--- src/otfs_map.svh ---
// Register offsets, field layout, reset values and timing counts of the output terminal selector.
`ifndef OTFS_MAP_SVH
`define OTFS_MAP_SVH
`define OTFS_OFS_SEL0 4'h0
`define OTFS_OFS_SEL1 4'h1
`define OTFS_OFS_SEL2 4'h2
`define OTFS_OFS_SEL3 4'h3
`define OTFS_OFS_COMM 4'h4
`define OTFS_OFS_STATE 4'h5
`define OTFS_CODE_W 6
`define OTFS_RST_SEL0 6'h01
`define OTFS_RST_SEL1 6'h02
`define OTFS_RST_SEL2 6'h00
`define OTFS_RST_SEL3 6'h00
`define OTFS_CLK_HZ 100000000
`define OTFS_PULSE_MS 250
`define OTFS_PULSE_CYC ((`OTFS_CLK_HZ / 1000) * `OTFS_PULSE_MS)
`define OTFS_CNT_W 25
`endif

--- src/otfs_pkg.sv ---
// Types shared by the output terminal selector.
package otfs_pkg;
   typedef logic [5:0] otfs_code_t;
   typedef struct packed {
      logic running;
      logic faultStop;
      logic freqLevelDetectOne;
      logic freqReached;
      logic zeroFreq;
      logic motorPreAlarm;
      logic driveOverloadSoon;
      logic setCountReached;
      logic designatedCountReached;
      logic lengthReached;
      logic stepSequencerCycleDone;
      logic runTimeReached;
      logic setFreqBeyondLimit;
      logic torqueLimited;
      logic stallActive;
      logic speedMode;
      logic suppliesStable;
      logic faultDetected;
      logic operable;
      logic upperLimitReached;
      logic lowerLimitReached;
      logic underVoltage;
      logic powerOnTimeReached;
      logic freqLevelDetectTwo;
   } otfs_status_s;
   typedef struct packed {
      logic [11:0] analogVoltageInputOne;
      logic [11:0] analogInputTwo;
   } otfs_analog_s;
endpackage

--- src/output_terminal_function_selector.sv ---
// Selects which drive condition turns each of four output terminals on.
`timescale 1ns/1ps
`include "otfs_map.svh"
module output_terminal_function_selector (
   input wire logic clk_sys,
   input wire logic reset_n,
   input wire logic clkEn,
   input wire logic [3:0] avs_address,
   input wire logic avs_read,
   input wire logic avs_write,
   input wire logic [31:0] avs_writedata,
   output logic [31:0] avs_readdata,
   output logic avs_waitrequest,
   input wire otfs_pkg::otfs_status_s driveStatus,
   input wire otfs_pkg::otfs_analog_s analogIn,
   output logic digital_output_one,
   output logic board_relay_contacts,
   output logic second_relay,
   output logic switch_mode_terminal
);
   logic rstMeta;
   logic rstSync;
   otfs_pkg::otfs_code_t sel_reg [4];
   logic [3:0] comm_reg;
   logic [3:0] out_reg;
   logic [3:0] outNext;
   logic ack_reg;
   logic pulseActive;
   logic cycleDonePrev;
   logic [`OTFS_CNT_W-1:0] pulseCnt;
   otfs_pkg::otfs_status_s st;
   logic access;

   always_ff @(posedge clk_sys or negedge reset_n) begin
      if (!reset_n) begin
         rstMeta <= 1'b0;
         rstSync <= 1'b0;
      end else begin
         rstMeta <= 1'b1;
         rstSync <= rstMeta;
      end
   end

   assign st = driveStatus;
   assign access = avs_read | avs_write;
   // One wait cycle per access; the request completes on the edge after ack rises.
   // A low enable keeps the wait up, so no write is lost while state is frozen.
   assign avs_waitrequest = access & ~(ack_reg & clkEn);

   always_ff @(posedge clk_sys or negedge rstSync) begin
      if (!rstSync) begin
         ack_reg <= 1'b0;
      end else if (clkEn) begin
         ack_reg <= access & ~ack_reg;
      end
   end

   always_ff @(posedge clk_sys or negedge rstSync) begin
      if (!rstSync) begin
         sel_reg[0] <= `OTFS_RST_SEL0;
         sel_reg[1] <= `OTFS_RST_SEL1;
         sel_reg[2] <= `OTFS_RST_SEL2;
         sel_reg[3] <= `OTFS_RST_SEL3;
         comm_reg <= 4'h0;
      end else if (clkEn && avs_write && ack_reg) begin
         case (avs_address)
            `OTFS_OFS_SEL0: sel_reg[0] <= avs_writedata[5:0];
            `OTFS_OFS_SEL1: sel_reg[1] <= avs_writedata[5:0];
            `OTFS_OFS_SEL2: sel_reg[2] <= avs_writedata[5:0];
            `OTFS_OFS_SEL3: sel_reg[3] <= avs_writedata[5:0];
            `OTFS_OFS_COMM: comm_reg <= avs_writedata[3:0];
            default: ;
         endcase
      end
   end

   always_ff @(posedge clk_sys or negedge rstSync) begin
      if (!rstSync) begin
         avs_readdata <= 32'h0;
      end else if (clkEn && avs_read && !ack_reg) begin
         case (avs_address)
            `OTFS_OFS_SEL0: avs_readdata <= {26'h0, sel_reg[0]};
            `OTFS_OFS_SEL1: avs_readdata <= {26'h0, sel_reg[1]};
            `OTFS_OFS_SEL2: avs_readdata <= {26'h0, sel_reg[2]};
            `OTFS_OFS_SEL3: avs_readdata <= {26'h0, sel_reg[3]};
            `OTFS_OFS_COMM: avs_readdata <= {28'h0, comm_reg};
            `OTFS_OFS_STATE: avs_readdata <= {27'h0, pulseActive, out_reg};
            default: avs_readdata <= 32'h0;
         endcase
      end
   end

   // Each completed sequencer cycle restarts a 250 ms pulse.
   always_ff @(posedge clk_sys or negedge rstSync) begin
      if (!rstSync) begin
         cycleDonePrev <= 1'b0;
         pulseActive <= 1'b0;
         pulseCnt <= '0;
      end else if (clkEn) begin
         cycleDonePrev <= st.stepSequencerCycleDone;
         if (st.stepSequencerCycleDone && !cycleDonePrev) begin
            pulseActive <= 1'b1;
            pulseCnt <= `OTFS_CNT_W'(`OTFS_PULSE_CYC - 1);
         end else if (pulseCnt != '0) begin
            pulseCnt <= pulseCnt - `OTFS_CNT_W'(1);
         end else begin
            pulseActive <= 1'b0;
         end
      end
   end

   generate
      for (genvar i = 0; i < 4; i++) begin : gSel
         always_comb begin
            case (sel_reg[i])
               6'h00: outNext[i] = 1'b0;
               6'h01: outNext[i] = st.running;
               6'h02: outNext[i] = st.faultStop;
               6'h03: outNext[i] = st.freqLevelDetectOne;
               6'h04: outNext[i] = st.freqReached;
               6'h05: outNext[i] = st.running & st.zeroFreq;
               6'h06: outNext[i] = st.motorPreAlarm;
               6'h07: outNext[i] = st.driveOverloadSoon;
               6'h08: outNext[i] = st.setCountReached;
               6'h09: outNext[i] = st.designatedCountReached;
               6'h0A: outNext[i] = st.lengthReached;
               6'h0B: outNext[i] = pulseActive;
               6'h0C: outNext[i] = st.runTimeReached;
               6'h0D: outNext[i] = st.setFreqBeyondLimit
                     & (st.upperLimitReached | st.lowerLimitReached);
               6'h0E: outNext[i] = st.speedMode & st.torqueLimited & st.stallActive;
               6'h0F: outNext[i] = st.suppliesStable & ~st.faultDetected
                     & st.operable;
               6'h10: outNext[i] = analogIn.analogVoltageInputOne
                     > analogIn.analogInputTwo;
               6'h11: outNext[i] = st.upperLimitReached;
               6'h12: outNext[i] = st.running & st.lowerLimitReached;
               6'h13: outNext[i] = st.underVoltage;
               6'h14: outNext[i] = comm_reg[i];
               6'h17: outNext[i] = st.zeroFreq | ~st.running;
               6'h18: outNext[i] = st.powerOnTimeReached;
               6'h19: outNext[i] = st.freqLevelDetectTwo;
               default: outNext[i] = 1'b0;
            endcase
         end
      end
   endgenerate

   always_ff @(posedge clk_sys or negedge rstSync) begin
      if (!rstSync) begin
         out_reg <= 4'h0;
      end else if (clkEn) begin
         out_reg <= outNext;
      end
   end

   assign digital_output_one = out_reg[0];
   assign board_relay_contacts = out_reg[1];
   assign second_relay = out_reg[2];
   assign switch_mode_terminal = out_reg[3];
endmodule

--- config.mk ---
export PLATFORM = sky130hd
export DESIGN_NAME = output_terminal_function_selector
export DESIGN_NICKNAME = d
export VERILOG_FILES = /design/src/otfs_pkg.sv /design/src/output_terminal_function_selector.sv
export VERILOG_INCLUDE_DIRS = /design/src
export SDC_FILE = /design/constraint.sdc
export NUM_CORES = 1
export LEC_CHECK = 0
export BUFFER_PORTS_ARGS = -buffer_cell sky130_fd_sc_hd__buf_2
export CAP_MARGIN = 25
export CORE_ASPECT_RATIO = 0.6
export CORE_UTILIZATION = 26
export DETAILED_ROUTE_END_ITERATION = 8
export HOLD_SLACK_MARGIN = 0.12
export SYNTH_ARGS = -nofsm -noshare
export SYNTH_HDL_FRONTEND = slang
export SYNTH_SLANG_ARGS = --single-unit
--- constraint.sdc ---
create_clock -name clk_sys -period 2.2 [get_ports clk_sys]
set_input_delay 0.44 -clock clk_sys [delete_from_list [all_inputs] [get_ports clk_sys]]
set_output_delay 0.44 -clock clk_sys [all_outputs]
set_load 0.02 [all_outputs]
# After elaboration in Yosys (flattened, before gate mapping)
# Index checks and enable logic that the tools add are counted.
dict set report totals {
  elab_cells 156
  out_inout_bits 37
  regBits 94
  inputBits 89
}
dict set report op_classes {
  bitwise 17
  mux 9
  magnitude_cmp 1
  addsub 1
  n_eq_ne 98
  n_reduce_logical 17
}
# op n
set ops {}
lappend ops {{6-bit by 4-bit == test with 1-bit output, second input constant} 32}
lappend ops {{6-bit by 5-bit == test with 1-bit output, second input constant} 32}
lappend ops {{6-bit by 3-bit == test with 1-bit output, second input constant} 16}
lappend ops {{1-bit case mux with 23 select lines} 4}
lappend ops {{25-bit 2-to-1 mux} 2}
lappend ops {{6-bit by 2-bit == test with 1-bit output, second input constant} 8}
lappend ops {{6-bit case mux with 6 select lines} 1}
lappend ops {{25-bit nonzero test} 1}
lappend ops {{25-bit by 1-bit subtractor with 25-bit output, second input constant} 1}
lappend ops {{6-bit by 1-bit == test with 1-bit output, second input constant} 4}
lappend ops {{2-bit AND reduction} 7}
lappend ops {{12-bit greater-than comparator} 1}
lappend ops {{1-bit bitwise AND} 10}
lappend ops {{4-bit by 2-bit == test with 1-bit output, second input constant} 2}
lappend ops {{4-bit by 3-bit == test with 1-bit output, second input constant} 2}
lappend ops {{1-bit logical AND} 5}
lappend ops {{4-bit by 1-bit == test with 1-bit output, second input constant} 1}
lappend ops {{4-bit zero test} 1}
lappend ops {{1-bit NOT} 4}
lappend ops {{1-bit OR} 3}
lappend ops {{1-bit zero test} 2}
lappend ops {{1-bit 2-to-1 mux} 2}
lappend ops {{2-bit != test, second input constant} 1}
lappend ops {{2-bit nonzero test} 1}

# Depth between registers and ports, before layout
# Gate-level depths: netlist of run 1.
dict set report logic_depth {
  ltp_word 4
  ltp_mapped 9
  depth_no_buf 9
}

# Least setup slack after synthesis of run 1
# Ideal clock, no wire load.
dict set report synth_timing {
  path_type {register to register}
  start {reg pulseCnt[11]}
  end {reg pulseCnt[18]}
  setup_ns 0.134
  path_buffers 0
  period_less_slack_ns 2.155
  slack_ns 0.045
  stages_incl_launch_ff 7
  required_ns 2.066
  t_arrival_ns 2.021
  cell_sequence {dfrtp_1 or4_4 or3_4 or3_4 nor4_4 xnor2_1 nand2_1}
}
dict set report synth_via {
  elab_chain_len 3
  elab_cells_between_ends 6
  cone_classes {1 x add/sub; 2 x mux; 3 x reduce/logical}
}
# item line_no
set synth_lines {}
lappend synth_lines {{start: declaration} output_terminal_function_selector.sv:30} ;# logic [`OTFS_CNT_W-1:0] pulseCnt;
lappend synth_lines {{start signal: assignment} output_terminal_function_selector.sv:103} ;# pulseCnt <= `OTFS_CNT_W'(`OTFS_PULSE_CYC - 1);
lappend synth_lines {{start signal: assignment} output_terminal_function_selector.sv:105} ;# pulseCnt <= pulseCnt - `OTFS_CNT_W'(1);
lappend synth_lines {{25-bit by 1-bit subtractor with 25-bit output / 25-bit nonzero test (equally long branches)} {output_terminal_function_selector.sv:105, output_terminal_function_selector.sv:104}}
lappend synth_lines {{25-bit 2-to-1 mux / 2-bit nonzero test (equally long branches)} --}
lappend synth_lines {{25-bit 2-to-1 mux / 2-bit AND reduction (equally long branches)} --}
# Parallel ways exist; a longest one is shown, timed or not. The select of a mux whose other input is x is not followed.
# A chain may end at the register's enable or synchronous reset.

# Final worst setup path of run 1
dict set report layout_timing {
  start {reg pulseCnt[18]}
  end {reg pulseCnt[17]}
}
dict set report layout_via {
  elab_chain_len 3
}
# item line_no
set layout_lines {}
lappend layout_lines {{25-bit nonzero test} output_terminal_function_selector.sv:104} ;# end else if (pulseCnt != '0) begin
lappend layout_lines {{2-bit nonzero test (no line)} --}
lappend layout_lines {{2-bit AND reduction (no line)} --}
# No other way between the ends.

==> impl_metrics.toml, run 1 <==
[layout]
num-fill-cells = 1918
layoutNonFillerInstCount = 902
finish.utilization = 0.339
diodes = 0
largest_reg_flops = 25
syn_to_final_growth_pct = 25.1
final_nets = 759
layout-drive-gt1-share = 0.335
finish.instance_area_sq_um = 6230

[pwr]
swShare = 0.323
clkPwrFrac = 0.359
irDropWorstVdd_mv = 0.328
power_frac_seq = 0.376
p_sw_mw = 1.40
leakage_nw = 2.71
p_int_mw = 2.93
p_per_area_nw_per_um2 = 695
power_frac_comb = 0.266

[sta]
setup_viol = 0
holdWs_ns = 0.244
grt_setup_unrepaired = "true"
finalCritPeriodShare = 0.995
slew_headroom = 0.603
worst_slew_pin_slew_ns = 0.595
drv_slew = 0
fin_skew_ns = 0.00827
period_minus_slack_ns = 2.19
setup_tns_ns = 0
fmax_mhz = 457
finalHoldViolations = 0

[synthesis]
synth-edff-count = 0
ys_seq_area_frac = 0.342
yosysMostFrequentCell = "dfrtp_1"
synth_top_area_cell = "dfrtp_1"
synthesis.instances = 550
avgSynthCellArea_sq_um = 9.06
ys_types = 66
mappedNetlistArea_sq_um = 4980
postSynth.asyncResetShare = 1.00
yosys-top-cells-count = "66 x dfrtp_1, 42 x nand2_1, 41 x mux2_2, 40 x nor2_1, 34 x o21ai_0"
ys.flop_type = "dfrtp_1"
synth_top_area_frac = 0.332
yosysWarnings = 0
synthTopCellsByArea = "dfrtp_1 33%, mux2_2 9.3%, buf_4 4.1%"
yosys_register_bits = 68

[setup_path]
worstPathRequired_ns = 2.40
r2r_slack_ns = 0.01
path_cells = "or4_4 -> nor4_4 -> nand4_1 -> o211ai_4 -> nor3_1 -> xnor2_1 -> nor2_1"
slowest_stage = "or4_4"
critical_path.max_stage_delay_ns = 0.58
crit_path_end_kind = "flip-flop"
critPathLaunchType = "flip-flop"
critPathArrivalTime_ns = 2.39
cp_max_fo = 6
worstSetupPathType = "flip-flop to flip-flop"

[job]
cap_violations = 0

[global_routing]
grt_pass1_wl_mm = 23.6
antenna_found_initial = 0
grt_max_degree = 46
grtUsageTotal = 0.156
grt_overflow_total = 0
grt_pass1_vias = 4199

[place]
postPlaceCellArea_sq_um = 5790
portBuffers = 73
place_hpwl_mm = 11.6
gp_congestion = 0.845
dp_cells = 880

[clock_tree]
clock_sinks = 68
clkSlewWorstSetupHoldPaths_ns = 0.06
cts_buffers = 9
cts_root_buf = "clkbuf_16"
clk_path_buf_depth = 2
cts_tree = "done"
clock_latency_ns = 0.33
cts.htree.levels = 3

[detailed_routing]
drc_errors = 0
drt_wl_total_mm = 15.0
wl_per_cell_um = 16.7
dr.pass1.iters = 4
vias_per_cell = 5.05
drt_iter0_drc = 359
vias = 4551
final_antenna_net_count = 0

[die]
dieArea_sq_um = 19700
die_w_um = 181
start_util = 0.271
rows = 38
core_sq_um = 18400
fp.dieH_um = 109
pin_count = 126

[min_path]
hp-class = "flip-flop to asynchronous set/reset pin"

[outcome]
status = "finished clean"
## power by group through the flow
stage	Combinational (mW)	Clock, mW	Sequential (mW)
after global routing	1.28	1.64	1.65
after CTS	1.11	1.58	1.62
after floorplan	0.782	0	1.55
after detailed placement	1.11	0	1.64
after global placement	1.10	0	1.64
final	1.15	1.55	1.63
## per-stage QoR
stage,worst slack (ns),power [mW]
floorplan,0.0449,2.33
global placement,-0.158,2.73
detailed placement,-0.168,2.74
CTS,-0.000650,4.31
global route,-0.149,4.57
finish,0.0105,4.33
## logic make-up after synthesis
| kind of cell | after synthesis | share of synthesized area |
|---|---|---|
| AND/OR/NAND/NOR | 195 | 0.216 |
| AO/OA/AOI/OAI | 120 | 0.156 |
| buffers and inverters | 78 | 0.0816 |
| flip-flops | 68 | 0.342 |
| multiplexers | 58 | 0.142 |
| XOR/XNOR | 16 | 0.0281 |
| adder cells (fa/ha/maj) | 13 | 0.0327 |
| other | 2 | 0.00151 |
## cell type report
cell class                 instances  area (sq um)  share of cell area
multi-input combinational        429          3040               0.487
sequential                        68          1710               0.274
timing repair buffer             131           803               0.129
tap                              240           300              0.0482
clock buffer                      10           229              0.0367
clock inverter                     6          88.8              0.0143
inverter                          18          67.6              0.0108
## path summary, 6_finish.rpt
| kind | startpoint | end | depth (start not counted) |
|---|---|---|---|
| worst max register to register | pulseCnt[18] | pulseCnt[17] | 7 |
| max in group asynchronous | rstSync | sel_reg[6] | 1 |
| min in group clk_sys | rstMeta | rstSync | 0 |
| worst max-delay path | pulseCnt[18] | pulseCnt[17] | 7 |
| worst min-delay path | rstSync | pulseCnt[15] | 1 |
| worst min register to register | rstSync | pulseCnt[15] | 1 |
## routing by layer
layer  track usage  up-vias  wire, um
met3        0.0411        9      1060
met2         0.223      143      6170
li1              -     2178         -
met1         0.234     2221      7720
met4        0.0238        0        82
met5             0        -         0
## layout by cell type (no fill, tap or decap), types with 7 or more instances in the layout
cell type,count
a21oi_1,20
a22oi_1,9
a31oi_1,14
buf_2,73
buf_4,57
clkbuf_16,9
conb_1,27
dfrtp_1,64
ha_1,12
inv_1,17
mux2_2,41
mux2i_1,11
nand2_1,41
nand3_1,22
nand3b_1,7
nor2_1,40
nor2b_1,18
nor3_1,14
o21ai_0,33
xnor2_1,12
## worst max-delay path, delay by kind of cell, from the launching register on
family / cells / cell delay, ns
DFF: 1 / 0.39
xor gates and xnor gates: 1 / 0.16
and+or+nand+nor: 5 / 1.18
AOI/OAI and AO/OA: 1 / 0.34
## timing repair
action / 4_1_cts / 5_1_grt
gates cloned: 0 / 0
pin swaps: 4 / 5
buffers inserted: 3 / 3
hold buffers: 1 / 0
endpoints found under the setup margin: 5 / 16
gates resized for setup: 2 / 15
endpoints found under the hold margin: 2 / 0
(Power assumes the default switching activity.)
==> run 2, diff against run 1 <==
Settings changed: ABC_AREA from default to 1.
==> run 2 against run 1 <==
Global-route usage rose by 1.6 points; cell area about the same; sequential power about the same; synthesized cell count rose by 51%; clock skew rose by 0.0013 ns; core utilization fell by 1.8 points; die area is 5.5% higher.
==> impl_metrics.toml, run 2 <==
[sta]
setup_tns_ns = 0
fmax_mhz = 512
period_minus_slack_ns = 1.95
drv_slew = 0
fin_skew_ns = 0.00958
finalHoldViolations = 0
setup_viol = 0
grt_setup_unrepaired = "false"
finalCritPeriodShare = 0.888

[clock_tree]
cts_resized = 0
cts_tree = "done"
clock_latency_ns = 0.34
cts_buffers = 9
clock_sinks = 68
cts.htree.levels = 3
clk_path_buf_depth = 2
cts_root_buf = "clkbuf_16"
clkSlewWorstSetupHoldPaths_ns = 0.06

[detailed_routing]
wl_per_cell_um = 14.6
dr.pass1.iters = 7
final_antenna_net_count = 0
vias_per_cell = 4.71
drt_iter0_drc = 570
drt_wl_total_mm = 17.4
drc_errors = 0
vias = 5604

[pwr]
leakage_nw = 3.28
p_per_area_nw_per_um2 = 724
irDropWorstVdd_mv = 0.387

[die]
pin_count = 126
fp.dieH_um = 112
dieArea_sq_um = 20800
start_util = 0.271
rows = 39
core_sq_um = 19400
die_w_um = 186

[synthesis]
mappedNetlistArea_sq_um = 5260
synth_fa_ha_area_frac = 0.0309
postSynth.asyncResetShare = 1.00
yosysMostFrequentCell = "nand2_1"
synth_top_area_frac = 0.314
synthesis.instances = 833
yosys.area_share.simple = 0.418
avgSynthCellArea_sq_um = 6.31
yosys-top-cells-count = "248 x nand2_1, 115 x nor2_1, 112 x inv_1, 93 x nand3_1, 66 x dfrtp_1"
synth_top_family_by_area = "simple AND/OR/NAND/NOR gates"
ys_seq_area_frac = 0.324
synthTopCellsByArea = "dfrtp_1 31%, nand2_1 18%, nand3_1 8.9%"
synth-edff-count = 0
ys.flop_type = "dfrtp_1"
synth_top_area_cell = "dfrtp_1"
yosysWarnings = 0
muxShareOfSynthArea = 0
ys_types = 37
yosys_register_bits = 68
synthXorXnorAreaFrac = 0.00500
synth_compound_area_frac = 0.0881

[setup_path]
critPathLaunchType = "flip-flop"
critical_path.startpoint = "pulseCnt[0]"
crit_buf_inv = 2
cp_max_fo = 29
path_delay_family = "simple AND/OR/NAND/NOR gates"
path_cells = "inv_1 -> ha_1 -> nand2_2 -> nor2_4 -> nand2_4 -> o21ai_4 -> nand2_4 -> buf_4 -> o21ai_0 -> o21ai_1"
worstSetupPathType = "flip-flop to flip-flop"
cp_common_cell = "nand2_4"
slowest_stage = "dfrtp_1"
crit_path_end_kind = "flip-flop"
critPathArrivalTime_ns = 2.18
r2r_start = "pulseCnt[0]"
worstPathRequired_ns = 2.42
critical_path.max_stage_delay_ns = 0.36

[min_path]
hp-class = "flip-flop to asynchronous set/reset pin"

[place]
portBuffers = 73
place_hpwl_mm = 13.9
gp_congestion = 0.939

[layout]
syn_to_final_growth_pct = 18.4
largest_reg_flops = 25
finish.utilization = 0.321
layout_commonest_cell = "nand2_1"
layout-drive-gt1-share = 0.129
diodes = 0
num-fill-cells = 2173
final_nets = 1020
mostFrequentLayoutCells = "248 x nand2_1, 115 x nor2_1, 112 x inv_1"

[global_routing]
antenna_found_initial = 0
grt_pass1_vias = 4830
grt_pass1_wl_mm = 27.0
grt_overflow_total = 0
grt_max_degree = 67
grtUsageTotal = 0.172

[outcome]
status = "finished clean"

[job]
cap_violations = 0
## run 2: cell types whose count changed in the layout (fill, tap and decap cells not counted), moves of 41 or more
cell     delta
buf_4      -45
inv_1      +95
mux2_2     -41
nand2_1   +207
nand3_1    +71
nor2_1     +75
## run 2: kinds of logic (layout without fill, tap and decap cells)
| kind of cell | count (synthesis) | count (layout) |
|---|---|---|
| AO/OA/AOI/OAI | 85 | 85 |
| XOR/XNOR | 3 | 3 |
| adder cells (fa/ha/maj) | 13 | 13 |
| buffers and inverters | 151 | 216 |
| flip-flops | 68 | 68 |
| other | 2 | 27 |
| AND/OR/NAND/NOR | 511 | 511 |
## run 2: layout make-up
cell class	instances	area, sq um	area share
well taps	266	333	0.0534
clock inverters	5	85.1	0.0137
clock buffers	11	243	0.0390
inverters	113	424	0.0681
flip-flops and latches	68	1710	0.274
repair buffers	87	485	0.0780
multi-input cells	639	2950	0.474
## run 2: worst register-to-register path, cell delays in order (launching register included)
cell,delay (ns)
dfrtp_1,0.36
inv_1,0.16
ha_1,0.21
nand2_2,0.12
nor2_4,0.14
nand2_4,0.07
o21ai_4,0.21
nand2_4,0.11
buf_4,0.25
o21ai_0,0.13
o21ai_1,0.09
## run 2: worst paths after layout
kind / endpoint / slack [ns] / cells after the start
setup / recovery: pulseCnt[22] / 0.25 / 10
hold / removal: sel_reg[5] / 0.27 / 1
setup reg to reg: pulseCnt[22] / 0.25 / 10
hold reg to reg: sel_reg[5] / 0.27 / 1
max in group asynchronous: sel_reg[18] / 1.58 / 1
min in group clk_sys: rstSync / 0.35 / 0
## run 2: metrics by stage
stage	area [sq um]	worst slack (ns)	hold slack [ns]	total power, mW	instances
detailed placement	5880	0.161	0.227	2.90	1171
global route	6230	0.0852	0.318	4.77	1189
global placement	5880	0.222	0.228	2.89	1171
finish	6230	0.246	0.266	4.51	1189
CTS	6220	0.141	0.306	4.51	1188
floorplan	5350	0.170	0.144	2.48	858
## run 2: report_power, final
part           internal (mW)  leakage, nW  switching [mW]  total, mW
clock network           1.03        0.156           0.575       1.60
registers               1.44        0.837           0.224       1.66
logic                  0.382         2.29           0.863       1.25
## run 2: routing by layer
| metal | GRT usage | routed length [um] |
|---|---|---|
| met5 | 0 | 0 |
| met4 | 0.0393 | 210 |
| met3 | 0.0548 | 1900 |
| met2 | 0.208 | 6470 |
| met1 | 0.279 | 8830 |
## run 2: repair_timing
item	4_1_cts	5_1_grt
hold buffers	1	0
setup endpoints to repair	0	10
setup buffers	0	1
hold endpoints to repair	2	0
==> run 3, diff against run 2 <==
Settings changed: PLACE_DENSITY_LB_ADDON from default to 0.25.
==> run 3 against run 2 <==
Register-to-register slack about the same; clock skew up 0.0023 ns; sequential power barely moved; global-route usage rose by 0.28 points; combinational power hardly changed; die area unchanged; total power up 1.6%; non-clock buffer count stayed put; critical path depth increased by 1; maximum frequency is 0.67% lower; critical path type unchanged; first-iteration DRC count up 41%.
==> impl_metrics.toml, run 3 (synthesis results as in run 2) <==
[die]
pin_count = 126
dieArea_sq_um = 20800
fp.dieH_um = 112
die_w_um = 186
start_util = 0.271
rows = 39
core_sq_um = 19400

[layout]
layout_commonest_cell = "nand2_1"
final_nets = 1020
mostFrequentLayoutCells = "248 x nand2_1, 115 x nor2_1, 112 x inv_1"
layout-drive-gt1-share = 0.129
largest_reg_flops = 25
syn_to_final_growth_pct = 18.7
diodes = 0
finish.instance_area_sq_um = 6240
layoutNonFillerInstCount = 1189

[job]
cap_violations = 0

[clock_tree]
cts_root_buf = "clkbuf_16"
cts_tree = "done"
cts_buffers = 9
clock_sinks = 68
clkSlewWorstSetupHoldPaths_ns = 0.06
cts.htree.levels = 3
clock_latency_ns = 0.34
clk_path_buf_depth = 2

[global_routing]
grt_pass1_vias = 4778
grt_pass1_wl_mm = 27.3
grt_max_degree = 52
antenna_found_initial = 0
grtUsageTotal = 0.175
grt_overflow_total = 0

[detailed_routing]
vias = 5475
dr.pass1.iters = 5
drc_errors = 0
vias_per_cell = 4.60
drt_wl_total_mm = 17.5
wl_per_cell_um = 14.7
final_antenna_net_count = 0
drt_iter0_drc = 804

[min_path]
hp-class = "flip-flop to asynchronous set/reset pin"

[pwr]
irDropWorstVdd_mv = 0.438
leakage_nw = 3.28
p_total_mw = 4.58
p_per_area_nw_per_um2 = 734

[sta]
drv_slew = 0
period_minus_slack_ns = 1.97
grt_setup_unrepaired = "false"
fmax_mhz = 508
finalHoldViolations = 0
fin_skew_ns = 0.0119
setup_tns_ns = 0
finalCritPeriodShare = 0.894
worst_slew_pin_slew_ns = 0.567
setup_viol = 0
holdWs_ns = 0.199
slew_headroom = 0.620

[setup_path]
r2r_start = "pulseCnt[0]"
critPathLaunchType = "flip-flop"
crit_path_end_kind = "flip-flop"
r2r_slack_ns = 0.23
worstPathRequired_ns = 2.46
r2r-end = "pulseCnt[8]"
endpoint = "pulseCnt[8]"
critical_path.startpoint = "pulseCnt[0]"
reg2reg_depth = 11
worstSetupPathType = "flip-flop to flip-flop"
critPathArrivalTime_ns = 2.23
cp_max_fo = 16

[place]
dp_cells = 1172
portBuffers = 73
gp_congestion = 0.937
place_hpwl_mm = 14.4
postPlaceCellArea_sq_um = 5890

[outcome]
status = "finished clean"
-- run 3: per-stage QoR --
stage | worst slack [ns] | utilization
global placement | 0.240 | 0.303
detailed placement | 0.233 | 0.303
finish | 0.232 | 0.321
CTS | 0.247 | 0.321
global route | 0.0545 | 0.321
floorplan | 0.170 | -
-- run 3: worst min-delay path by stage --
| stage | to | slack (ns) | depth (start not counted) |
|---|---|---|---|
| 2_1_floorplan | rstMeta | 0.14 | 0 |
| 3_3_place_gp | pulseCnt[1] | 0.21 | 0 |
| 3_5_place_dp | pulseCnt[2] | 0.21 | 0 |
| 4_1_cts | pulseCnt[2] | 0.22 | 0 |
| 5_1_grt | pulseCnt[2] | 0.25 | 0 |
| 6_report | pulseCnt[2] | 0.20 | 0 |
-- run 3: timing repair --
item,in CTS,in global routing
hold buffers,1,0
hold endpoints to repair,2,0
gates resized for setup,0,0
buffers inserted,0,0
-- run 3: where the power goes --
group / switching, mW / leakage [nW] / internal [mW]
logic: 0.834 / 2.29 / 0.385
registers: 0.239 / 0.837 / 1.44
clock network: 0.577 / 0.159 / 1.11
-- run 3: layer usage --
| layer | share of wire | GRT usage |
|---|---|---|
| met5 | 0 | 0 |
| met4 | 0.0039 | 0.0268 |
| met3 | 0.090 | 0.0337 |
| met2 | 0.33 | 0.200 |
| met1 | 0.57 | 0.311 |
-- run 3: critical path, cell delays in order, from the launching register on --
cell,delay (ns)
dfrtp_1,0.36
inv_1,0.15
ha_1,0.21
nand2_2,0.11
nor2_4,0.22
nand2_4,0.08
o21ai_4,0.22
nand2_4,0.11
buf_4,0.20
nand3_1,0.08
nand2_1,0.05
a21oi_1,0.11
-- run 3: cell type report --
type | instances | area (sq um)
multi-input cells | 639 | 2950
repair buffers | 87 | 485
clock inverters | 6 | 114
fillers | 2171 | 13200
inverters | 113 | 424
clock buffers | 10 | 229
well taps | 266 | 333
flip-flops and latches | 68 | 1710
